`src/hw/tws_consts.vh`:
```
// Constants for the transmit word type and flag select block
`ifndef TWS_CONSTS_VH
`define TWS_CONSTS_VH
// APB register byte offsets
`define TWS_OFF_CTRL      12'h000
`define TWS_OFF_STATUS    12'h004
`define TWS_OFF_WORD      12'h008
`define TWS_OFF_COUNT     12'h00c
// Control register field positions
`define TWS_CTRL_FLAG_MODE 0
`define TWS_CTRL_SCRAMBLE  1
`define TWS_CTRL_ENABLE    2
// Control reset value: scramble on, block enabled
`define TWS_CTRL_RESET    3'h6
// Word kinds carried with each word
`define TWS_KIND_IDLE     2'h0
`define TWS_KIND_DATA     2'h1
`define TWS_KIND_CTRL     2'h2
// Clock and word rate
`define TWS_CLK_NS        100
`define TWS_WORD_DIV      4
// Launch latency in tenths of a word period
`define TWS_LAT_TENTHS    14
// Serial bits shifted per word (kind header + 18 payload bits)
`define TWS_SER_BITS      20
// Scramble seed
`define TWS_SCR_SEED      7'h5b
`endif

```
`src/hw/tws_fifo.v`:
```
// Small synchronous FIFO with valid/ready on both sides
`timescale 1ns/10ps
module tws_fifo #(
  parameter WIDTH = 20,
  parameter DEPTH = 4,
  parameter AW    = 2
) (
  input  wire             clk_in,
  input  wire             srst_in,
  input  wire [WIDTH-1:0] wr_data_in,
  input  wire             wr_valid_in,
  output wire             wr_ready_out,
  output wire [WIDTH-1:0] rd_data_out,
  output wire             rd_valid_out,
  input  wire             rd_ready_in
);
  reg [WIDTH-1:0] mem [0:DEPTH-1]; // Storage array
  reg [AW-1:0]    wp_q;            // Write pointer
  reg [AW-1:0]    rp_q;            // Read pointer
  reg [AW:0]      cnt_q;           // Fill level
  wire            do_wr;
  wire            do_rd;

  assign wr_ready_out = (cnt_q != DEPTH[AW:0]);
  assign rd_valid_out = (cnt_q != {(AW+1){1'b0}});
  assign rd_data_out  = mem[rp_q];
  assign do_wr = wr_valid_in & wr_ready_out;
  assign do_rd = rd_valid_out & rd_ready_in;

  // Storage write, no reset needed on data
  always @(posedge clk_in) begin
    if (do_wr) begin
      mem[wp_q] <= wr_data_in;
    end
  end

  // Pointers and level
  always @(posedge clk_in) begin
    if (srst_in) begin
      wp_q  <= {AW{1'b0}};
      rp_q  <= {AW{1'b0}};
      cnt_q <= {(AW+1){1'b0}};
    end else begin
      if (do_wr) begin
        wp_q <= (wp_q == DEPTH[AW-1:0] - 1'b1) ? {AW{1'b0}} : wp_q + 1'b1;
      end
      if (do_rd) begin
        rp_q <= (rp_q == DEPTH[AW-1:0] - 1'b1) ? {AW{1'b0}} : rp_q + 1'b1;
      end
      // Simultaneous push and pop keeps the level
      case ({do_wr, do_rd})
        2'b10:   cnt_q <= cnt_q + 1'b1;
        2'b01:   cnt_q <= cnt_q - 1'b1;
        default: cnt_q <= cnt_q;
      endcase
    end
  end
endmodule

```
`src/hw/tws_top.v`:
```
// Transmit word selection: type choice, flag select, scramble, serial out
// How it works
// - Flag mode high: user flag is 17th bit
// - Scramble enable scrambles the flag encoding
// - Data request alone sends bits 0-15 plus flag
// - Control word sends bits 0-13 only
// - Both requests together send a control word
// - No request sends an idle word
// - Flag mode low: alternating internal flag
// - Control words never carry a flag
// - First serial bit about 1.4 words later
//
// Added by the designer: the placing of the registers and the APB interface to the registers.
`timescale 1ns/10ps
`include "tws_consts.vh"
module tws_top #(
  parameter WORD_DIV = `TWS_WORD_DIV,
  parameter SER_BITS = `TWS_SER_BITS,
  parameter FDEPTH   = 4
) (
  input  wire        CLK_IN,
  input  wire        SRST_IN,
  input  wire [15:0] WORD_IN,
  input  wire        FLAG_BIT_IN,
  input  wire        DATA_WORD_REQUEST_IN,
  input  wire        CONTROL_WORD_REQUEST_IN,
  input  wire        PSEL_IN,
  input  wire        PENABLE_IN,
  input  wire        PWRITE_IN,
  input  wire [11:0] PADDR_IN,
  input  wire [31:0] PWDATA_IN,
  output reg  [31:0] PRDATA_OUT,
  output reg         PREADY_OUT,
  output reg         PSLVERR_OUT,
  output reg         WORD_STROBE_OUT,
  output reg         SERIAL_OUT_POS_OUT,
  output reg         SERIAL_OUT_NEG_OUT
);
  // Word period in ns and latency in ns derived from it
  localparam WORD_NS = `TWS_CLK_NS * WORD_DIV;
  localparam LAT_NS  = (WORD_NS * `TWS_LAT_TENTHS) / 10;
  // Latency rounded down to whole clocks, at least one
  localparam LAT_CYC = (LAT_NS / `TWS_CLK_NS) < 1 ? 1 : (LAT_NS / `TWS_CLK_NS);
  // Wait load: sample, load and shift entry eat three clocks of the latency
  localparam WAIT_LD = (LAT_CYC > 3) ? (LAT_CYC - 3) : 1;

  // Kind header (2 bits) + 18-bit payload field makes one serial frame
  function [SER_BITS-1:0] build_frame;
    input [1:0]  kind;
    input [15:0] word;
    input        flag;
    begin
      case (kind)
        `TWS_KIND_DATA: build_frame = {kind, 1'b0, flag, word};
        `TWS_KIND_CTRL: build_frame = {kind, 4'h0, word[13:0]};
        default:        build_frame = {kind, 18'h00000};
      endcase
    end
  endfunction

  // Seven-bit LFSR step used for flag scrambling
  function [6:0] lfsr_step;
    input [6:0] s;
    begin
      lfsr_step = {s[5:0], s[6] ^ s[5]};
    end
  endfunction

  // Control register and counters
  reg [2:0]  ctrl_q;       // Flag mode, scramble, enable
  reg [15:0] data_cnt_q;   // Data words sent
  reg [15:0] ctrl_cnt_q;   // Control words sent
  reg [1:0]  last_kind_q;  // Kind of last accepted word
  reg        alt_flag_q;   // Internal alternating flag
  reg [6:0]  scr_q;        // Scrambler state
  reg [7:0]  div_q;        // Word period divider
  reg        word_en_q;    // One-cycle word enable
  reg        ovf_q;        // Sticky: word dropped on full FIFO

  wire flag_mode = ctrl_q[`TWS_CTRL_FLAG_MODE];
  wire scr_en    = ctrl_q[`TWS_CTRL_SCRAMBLE];
  wire blk_en    = ctrl_q[`TWS_CTRL_ENABLE];

  // Word clock enable from divider, one pulse per word period
  always @(posedge CLK_IN) begin
    if (SRST_IN) begin
      div_q     <= 8'h00;
      word_en_q <= 1'b0;
    end else begin
      word_en_q <= (div_q == 8'h00);
      if (div_q == WORD_DIV[7:0] - 8'h01) begin
        div_q <= 8'h00;
      end else begin
        div_q <= div_q + 8'h01;
      end
    end
  end

  // Word type selection; control wins over data
  reg [1:0] kind_c;
  always @* begin
    if (CONTROL_WORD_REQUEST_IN) begin
      kind_c = `TWS_KIND_CTRL;
    end else if (DATA_WORD_REQUEST_IN) begin
      kind_c = `TWS_KIND_DATA;
    end else begin
      kind_c = `TWS_KIND_IDLE;
    end
  end

  // Flag choice: user flag or internal alternating one, then scrambled
  reg flag_c;
  always @* begin
    flag_c = flag_mode ? FLAG_BIT_IN : alt_flag_q;
    if (scr_en) begin
      flag_c = flag_c ^ scr_q[6];
    end
  end

  // FIFO write side; words are taken only on the word enable
  wire                wr_valid = word_en_q & blk_en;
  wire                wr_ready;
  wire [SER_BITS-1:0] rd_data;
  wire                rd_valid;
  reg                 rd_ready;

  tws_fifo #(
    .WIDTH (SER_BITS),
    .DEPTH (FDEPTH),
    .AW    (2)
  ) u_fifo (
    .clk_in       (CLK_IN),
    .srst_in      (SRST_IN),
    .wr_data_in   (build_frame(kind_c, WORD_IN, flag_c)),
    .wr_valid_in  (wr_valid),
    .wr_ready_out (wr_ready),
    .rd_data_out  (rd_data),
    .rd_valid_out (rd_valid),
    .rd_ready_in  (rd_ready)
  );

  // Per-word state: flag toggles only on accepted data words
  always @(posedge CLK_IN) begin
    if (SRST_IN) begin
      alt_flag_q  <= 1'b0;
      scr_q       <= `TWS_SCR_SEED;
      data_cnt_q  <= 16'h0000;
      ctrl_cnt_q  <= 16'h0000;
      last_kind_q <= `TWS_KIND_IDLE;
      WORD_STROBE_OUT <= 1'b0;
    end else begin
      WORD_STROBE_OUT <= wr_valid & wr_ready;
      if (wr_valid & wr_ready) begin
        last_kind_q <= kind_c;
        if (kind_c == `TWS_KIND_DATA) begin
          alt_flag_q <= ~alt_flag_q;
          scr_q      <= lfsr_step(scr_q);
          data_cnt_q <= data_cnt_q + 16'h0001;
        end
        if (kind_c == `TWS_KIND_CTRL) begin
          ctrl_cnt_q <= ctrl_cnt_q + 16'h0001;
        end
      end
    end
  end

  // Serializer: waits WAIT_LD clocks after a frame is loaded, then shifts
  localparam S_IDLE  = 2'h0;
  localparam S_WAIT  = 2'h1;
  localparam S_SHIFT = 2'h2;
  reg [1:0]          st_q;
  reg [SER_BITS-1:0] sh_q;       // Shift register, LSB first
  reg [7:0]          bit_cnt_q;  // Bits or wait cycles left

  always @* begin
    rd_ready = (st_q == S_IDLE);
  end

  always @(posedge CLK_IN) begin
    if (SRST_IN) begin
      st_q               <= S_IDLE;
      sh_q               <= {SER_BITS{1'b0}};
      bit_cnt_q          <= 8'h00;
      SERIAL_OUT_POS_OUT <= 1'b0;
      SERIAL_OUT_NEG_OUT <= 1'b1;
    end else begin
      case (st_q)
        S_IDLE: begin
          if (rd_valid) begin
            sh_q      <= rd_data;
            bit_cnt_q <= WAIT_LD[7:0];
            st_q      <= S_WAIT;
          end
        end
        S_WAIT: begin
          // Hold the line until the launch latency has passed
          if (bit_cnt_q <= 8'h01) begin
            bit_cnt_q <= SER_BITS[7:0];
            st_q      <= S_SHIFT;
          end else begin
            bit_cnt_q <= bit_cnt_q - 8'h01;
          end
        end
        S_SHIFT: begin
          SERIAL_OUT_POS_OUT <= sh_q[0];
          SERIAL_OUT_NEG_OUT <= ~sh_q[0];
          sh_q      <= {1'b0, sh_q[SER_BITS-1:1]};
          bit_cnt_q <= bit_cnt_q - 8'h01;
          if (bit_cnt_q == 8'h01) begin
            st_q <= S_IDLE;
          end
        end
        default: st_q <= S_IDLE;
      endcase
    end
  end

  // APB slave: one wait state per access phase, errors on unmapped addresses
  wire apb_acc = PSEL_IN & PENABLE_IN & ~PREADY_OUT;
  // Writes land only at the edge where the master sees ready high
  wire apb_wr  = PSEL_IN & PENABLE_IN & PREADY_OUT & PWRITE_IN;
  wire ovf_set = wr_valid & ~wr_ready;

  always @(posedge CLK_IN) begin
    if (SRST_IN) begin
      ctrl_q      <= `TWS_CTRL_RESET;
      ovf_q       <= 1'b0;
      PREADY_OUT  <= 1'b0;
      PSLVERR_OUT <= 1'b0;
      PRDATA_OUT  <= 32'h00000000;
    end else begin
      PREADY_OUT  <= apb_acc;
      PSLVERR_OUT <= 1'b0;
      PRDATA_OUT  <= 32'h00000000;
      // Set beats clear for the overflow flag
      if (ovf_set) begin
        ovf_q <= 1'b1;
      end else if (apb_wr && PADDR_IN == `TWS_OFF_STATUS && PWDATA_IN[0]) begin
        ovf_q <= 1'b0;
      end
      // Control write on the completing edge
      if (apb_wr && PADDR_IN == `TWS_OFF_CTRL) begin
        ctrl_q <= PWDATA_IN[2:0];
      end
      if (apb_acc) begin
        case (PADDR_IN)
          `TWS_OFF_CTRL:   PRDATA_OUT <= {29'h0, ctrl_q};
          `TWS_OFF_STATUS: PRDATA_OUT <= {27'h0, alt_flag_q, st_q, ovf_q, rd_valid};
          `TWS_OFF_WORD:   PRDATA_OUT <= {30'h0, last_kind_q};
          `TWS_OFF_COUNT:  PRDATA_OUT <= {ctrl_cnt_q, data_cnt_q};
          default:         PSLVERR_OUT <= 1'b1;
        endcase
      end
    end
  end
endmodule

```
`config.mk`:
```
export PLATFORM = sky130hd
export DESIGN_NAME = tws_top
export DESIGN_NICKNAME = d
export VERILOG_FILES = /design/src/hw/tws_fifo.v /design/src/hw/tws_top.v
export VERILOG_INCLUDE_DIRS = /design/src /design/src/hw
export SDC_FILE = /design/constraint.sdc
export NUM_CORES = 1
export LEC_CHECK = 0
export BUFFER_PORTS_ARGS = -buffer_cell sky130_fd_sc_hd__clkbuf_2
export CORE_ASPECT_RATIO = 0.75
export CORE_UTILIZATION = 52
export DETAILED_ROUTE_END_ITERATION = 7
export HOLD_SLACK_MARGIN = 0.08
export PLACE_DENSITY = 0.81
export SYNTH_ARGS = -nofsm -noshare
export SYNTH_HDL_FRONTEND = slang
export SYNTH_SLANG_ARGS = --single-unit
```
`constraint.sdc`:
```
create_clock -name CLK_IN -period 2.2 [get_ports CLK_IN]
set_input_delay 0.11 -clock CLK_IN [delete_from_list [all_inputs] [get_ports CLK_IN]]
set_output_delay 0.11 -clock CLK_IN [all_outputs]
set_load 0.02 [all_outputs]
```
==> run metrics, run 1 <==
Post-CTS Setup Inserts=0; P&R area growth vs syn=20.28%; fin. max-slew vios=0; Tot Pwr=0.01098 W; CTS Buf Count=21; WL final=17360 µm; Worst Tran Pin Value=0.5823 ns; Synth cell types=63; Post-Synth XOR/XNOR Area=2.177%; final period utilization=92.61%; H-tree levels=1; Synth Area in Adders=2.755%; Final TNS setup=0 ns; drt initial violations=429; CTS root buffer=clkbuf_16; Via Count=5930; synthesized area per cell=11.59 µm²; ys flop type=dfxtp_1; total iterations of the first detailed-routing run=5; post-synthesis sequential area ratio=58.07%; Worst-path clk slew=0.07 ns; CTS tree=yes; Startpoint Class=flop; gp weighted congestion=0.8418; CP Capture Type=flop; RSZ-0062 raised after global routing=false; status=finished clean; GRT Overall Usage=21.64%; Crit path arrival time=2.46 ns; crit-path cells=or3b_4 > nand2_8 > ha_4 > inv_1 > fa_1 > xor2_1 > or3_1 > a21oi_1; maximum buffer depth of the clock tree=3; DRC=0; IO Port Bufs=75; initial antenna violation count=0; pwr dens=1081 mW/mm²; critical path buffer and inverter count=1; Num Clock Sinks=207; FILL cells=1141; Crit path required time=2.62 ns; fraction of the mapped netlist area in compound gates=8.088%; leakage=3.816 nW; VDD IR max=652.0 µV; Rel. slew slack=60.82%; largest net degree at the start of global routing=49; Hold Vio Cnt, Final=0; fmax=490.8 MHz; layout cells sized above 1=21.21%; remaining global-route overflow=0; critical path's largest stage delay=0.43 ns; # placed instances=1004; horizontal die dimension=149.2 µm; Via density=5.552; Layout Nets=934; post-route setup slack=0.1626 ns; Mapped Area=0.008447 mm²; Setup WS pre-CTS=0.1114 ns; syn nets=815; crit-path max FO=2; ANT cells=0; main combinational cell family by area after synthesis=simple AND/OR/NAND/NOR gates; Die Ht=112.4 µm; first-pass GRT wire length=28840 µm; max-cap viol count=0; # setup viols final=0; core area=0.01557 mm²; fraction of registers with async set/reset=0%; vias in the first global route=5921; CP max stage cell=or3b_4; DP HPWL=11020 µm; Ys Warns=0; Post-DRT Antenna Nets=0; FP Rows=39; Skew-Pair Late Insertion Delay=0.50 ns; CP top delay family=simple AND/OR/NAND/NOR gates; mux cell area share after synthesis=9.169%; DR WL/cell=16.26 µm; simple-gate share of the synthesized area=16.47%; EDFF count, synth=76; Setup CP Type=flop to flop; Setup Skew=0.01502 ns; worst min path class=input pin to flop; Seq cells post-synth=207; Post-Synthesis Cells=729; Tmin final=2.037 ns; fin cells=1068; die area=0.01676 mm²; # IOs=105; starting density of the core=54.26%
-- sequential cells by signal, summed over array words and instances, names as in the netlist, named ones only --
register and flops:
ctrl_q 3, bit_cnt_q 8, sh_q 20, ctrl_cnt_q 16
last_kind_q 2, u_fifo.rp_q 2, u_fifo.mem 76, st_q 2
u_fifo.wp_q 2, WORD_STROBE_OUT 1, PRDATA_OUT 32, PSLVERR_OUT 1
SERIAL_OUT_POS_OUT 1, alt_flag_q 1, PREADY_OUT 1, scr_q 7
u_fifo.cnt_q 3, SERIAL_OUT_NEG_OUT 1, data_cnt_q 16, div_q 8
ovf_q 1, word_en_q 1
-- synthesized netlist by cell type, drive strengths merged (2+ instances only) --
library cell,instances,area (µm²)
or3,13,83.83
ha,17,212.7
mux2i,29,290.3
or4,15,116.4
and2,24,150.1
and3,8,50.05
nor4b,2,23.77
xnor2,13,113.9
and4,4,35.03
o31a,2,17.52
xor2,8,70.07
nand4,8,56.30
buf,16,87.58
a31oi,3,18.77
inv,29,108.9
o21ai,16,80.08
clkbuf,21,80.07
a21oi,36,180.2
mux4,20,450.4
nand2,37,138.9
nand2b,3,18.77
nand3,21,105.1
o31ai,14,118.9
nor3,11,60.06
nor2b,19,118.9
o41ai,2,25.03
o21a,2,15.01
or2,3,18.78
dfxtp,131,2623
nor2,77,289.0
nor4,11,75.07
a211oi,20,150.1
edfxtp,76,2282
mux2,3,33.78
-- worst reg2reg max path: stages, from the launching register on --
cell     delay [ns]
dfxtp_1        0.31
or3b_4         0.43
nand2_8        0.08
ha_4           0.13
inv_1          0.04
fa_1           0.37
xor2_1         0.16
or3_1          0.31
a21oi_1        0.14
-- through the flow --
stage	hold WS [ns]	instance area (µm²)	util, %
2_1_floorplan	0.2089	8482	-
3_3_place_gp	0.3782	9208	59.15
3_5_place_dp	0.3909	9208	59.15
4_1_cts	0.08530	10130	65.08
5_1_grt	0.1220	10160	65.27
6_report	0.09584	10160	65.27
-- timing repair --
action / 4_1_cts / 5_1_grt
hold endpoints to repair: 78 / 0
hold buffers: 26 / 0
gates resized for setup: 0 / 5
setup endpoints to repair: 0 / 23
-- logic make-up (layout without fill, tap and decap cells) --
| family | after synthesis | in the layout |
|---|---|---|
| simple gates | 261 | 261 |
| fa+ha+maj | 18 | 18 |
| compound gates | 104 | 104 |
| buf+inv | 66 | 200 |
| flops | 207 | 207 |
| xor+xnor | 21 | 21 |
| mux | 52 | 52 |
-- layer usage --
layer  share of wire [%]  global-route usage [%]  vias up
li1                    -                       -     2886
met1                  47                   30.08     2873
met2                  47                   35.35      143
met3                 4.4                   3.089       28
met4                 1.8                   6.327        0
met5                   0                       0        -
-- final timing paths --
path,start,end,slack [ns],cells after the start
max,u_fifo.cnt_q[0],u_fifo.cnt_q[2],0.16,8
min,PWRITE_IN,ovf_q,0.1,4
max reg2reg,u_fifo.cnt_q[0],u_fifo.cnt_q[2],0.16,8
min reg2reg,scr_q[4],scr_q[5],0.46,2
-- cells in the final DEF, fill, tap and decap left out, types with 4 or more instances in the layout --
master,count
a211oi_1,20
a21oi_1,36
and2_1,24
and3_1,8
and4_1,4
buf_4,30
clkbuf_16,21
clkbuf_2,75
clkinv_2,7
dfxtp_1,131
dlygate4sd3_1,26
edfxtp_1,76
ha_1,15
inv_1,29
mux2i_1,29
mux4_2,20
nand2_1,36
nand3_1,20
nand4_1,7
nor2_1,76
nor2b_1,19
nor3_1,10
nor4_1,10
o21ai_0,16
o31ai_1,13
or3_1,11
or4_1,14
xnor2_1,13
xor2_1,8
-- final cells by class --
class                   count  area (µm²)  area share, %
repair buffers            133       900.9          8.867
flip-flops and latches    207        4905          48.28
clock inverters            14       106.4          1.047
well taps                 205       256.5          2.525
multi-input cells         456        3326          32.73
inverters                  29       108.9          1.071
clock buffers              24       556.8          5.480
-- power breakdown --
part	leakage (nW)	switching, W	internal, W
Combinational	1.72	0.00161	0.00138
Clock	0.333	0.00147	0.00195
Sequential	1.76	0.000208	0.00436
(Power assumes the default switching activity.)
==> run 2: changes to the inputs <==
--- a/config.mk
+++ b/config.mk
@@ -8,10 +8,10 @@
 export LEC_CHECK = 0
 export BUFFER_PORTS_ARGS = -buffer_cell sky130_fd_sc_hd__clkbuf_2
 export CORE_ASPECT_RATIO = 0.75
-export CORE_UTILIZATION = 52
+export CORE_UTILIZATION = 46
 export DETAILED_ROUTE_END_ITERATION = 7
 export HOLD_SLACK_MARGIN = 0.08
-export PLACE_DENSITY = 0.81
+export PLACE_DENSITY = 0.73
 export SYNTH_ARGS = -nofsm -noshare
 export SYNTH_HDL_FRONTEND = slang
 export SYNTH_SLANG_ARGS = --single-unit
==> run metrics, run 2 (synthesized netlist as in run 1, its figures left out) <==
register area=0.004905 mm² (unchanged); critical path buffer and inverter count=1 (unchanged); Met3 Routed Length=891 µm (+18%); total iterations of the first detailed-routing run=4 (-1); Highest Signal Layer=met4; FP Rows=42 (+7.7%); first-pass GRT wire length=27510 µm (-4.6%); commonest non-fill, non-tap cell in the layout=dfxtp_1; Layout Nets=937 (+0.32%); remaining global-route overflow=0 (unchanged); Num Clock Sinks=207 (unchanged); DP HPWL=10670 µm (-3.2%); Skew-Pair Late Insertion Delay=0.49 ns (about the same); CTS Buf Count=21 (unchanged); Setup CP Type=flop to flop; FILL cells=1448 (+27%); Biggest register=u_fifo.mem; CP Capture Type=flop; # IOs=105 (unchanged); horizontal die dimension=158.5 µm (+6.2%); starting density of the core=47.42% (-6.8 points); crit-path max FO=2 (unchanged); Hold Vio Cnt, Final=0 (unchanged); DRT met1 WL=8170 µm (+0.89%); max-cap viol count=0 (unchanged); # setup viols final=0 (unchanged); Tmin final=2.102 ns (+0.06454 ns); Setup Skew=0.009127 ns (-0.005892 ns); layout cells sized above 1=20.67% (-0.54 points); leakage=3.830 nW (+0.38%); Multi-input gate area=0.003309 mm² (-0.49%); CP top delay family=simple AND/OR/NAND/NOR gates; Post-CTS Setup Inserts=0 (unchanged); max reg flops=76 (unchanged); die area=0.01891 mm² (+13%); crit-path cells=or3b_1 > nand2_8 > ha_4 > inv_1 > fa_1 > xor2_1 > or3_1 > a21oi_1; GRT Overall Usage=18.37% (-3.3 points); gp weighted congestion=0.8333 (-1.0%); Rel. slew slack=32.88% (-28 points); VDD IR max=942.5 µV (+45%); H-tree levels=1 (unchanged); critical path's largest stage delay=0.48 ns (+0.05 ns); P&R area growth vs syn=21.39%; largest net degree at the start of global routing=46 (-6.1%); Crit path arrival time=2.52 ns (+0.06 ns); RSZ-0062 raised after global routing=false; pwr dens=1084 mW/mm² (+0.25%); biggest regs=u_fifo.mem: 76 flops, PRDATA_OUT: 32 flops, sh_q: 20 flops; Worst Tran Pin Value=1.007 ns (+0.4246 ns); fin. max-slew vios=0 (unchanged); DR WL/cell=15.04 µm (-7.5%); Crit path required time=2.62 ns (about the same); routed length on met2=7308 µm (-11%); drt initial violations=395 (-7.9%); Post-DRT Antenna Nets=0 (unchanged); Via Count=5854 (-1.3%); CTS root buffer=clkbuf_16; Startpoint Class=flop; Final TNS setup=0 ns (unchanged); Die Ht=119.4 µm (+6.2%); status=finished clean; worst min path class=input pin to flop; fmax=475.7 MHz (-3.1%); DRC=0 (unchanged); Tot Pwr=0.01111 W (+1.2%); CTS tree=yes; maximum buffer depth of the clock tree=3 (unchanged); Worst Hold Slack=0.1054 ns (+0.009520 ns); Via density=5.283 (-4.8%); core area=0.01781 mm² (+14%); WL final=16660 µm (-4.0%); IO Port Bufs=75 (unchanged); final period utilization=95.54% (+2.9 points); vias in the first global route=5518 (-6.8%); CP max stage cell=or3b_1; initial antenna violation count=0 (unchanged); most frequent cells in the layout=dfxtp_1, nor2_1, edfxtp_1; Worst-path clk slew=0.07 ns (about the same); ANT cells=0 (unchanged)
run 2: metrics by stage:
step / std cells / worst slack, ns / area (µm²) / util (%)
5_1_grt: 1108 / 0.01626 / 10250 / 57.56
4_1_cts: 1108 / 0.09989 / 10240 / 57.49
6_report: 1108 / 0.09802 / 10250 / 57.56
3_3_place_gp: 1041 / 0.1407 / 9254 / 51.95
3_5_place_dp: 1041 / 0.1249 / 9254 / 51.95
2_1_floorplan: 729 / 0.0003111 / 8482 / -
run 2: final cells by class:
class | count | area share, %
clock inverters | 8 | 0.9518
repair buffers | 136 | 9.079
flip-flops and latches | 207 | 47.83
inverters | 29 | 1.062
clock buffers | 30 | 5.845
multi-input cells | 456 | 32.28
well taps | 242 | 2.953
run 2: worst paths after layout:
| path | from | end | slack [ns] | depth (start not counted) |
|---|---|---|---|---|
| worst min-delay path | PADDR_IN[3] | PRDATA_OUT[3] | 0.11 | 3 |
| worst max register to register | u_fifo.cnt_q[0] | u_fifo.cnt_q[2] | 0.1 | 8 |
| worst max-delay path | u_fifo.cnt_q[0] | u_fifo.cnt_q[2] | 0.1 | 8 |
| worst min register to register | scr_q[4] | scr_q[5] | 0.46 | 2 |
run 2: power breakdown:
group	internal, W	switching (W)	leakage, nW
Sequential	0.00436	0.000201	1.76
Combinational	0.00141	0.00158	1.72
Clock	0.00214	0.00143	0.346
run 2: repair_timing:
action                     in CTS  in global routing
setup endpoints to repair       0                  1
hold endpoints to repair       78                  0
hold buffers                   29                  0
gates resized for setup         0                  2
run 2: per-layer routing:
metal / vias to the layer above / track usage (%)
li1: 2897 / -
met1: 2781 / 27.17
met2: 157 / 28.13
met3: 19 / 2.911
met4: 0 / 4.327
met5: - / 0
run 2: worst min-delay path, delay by kind of cell:
| kind | cells | cell delay (ns) |
|---|---|---|
| AND/OR/NAND/NOR | 1 | 0.07 |
| buffers and inverters | 1 | 0.21 |
| multiplexers | 1 | 0.17 |
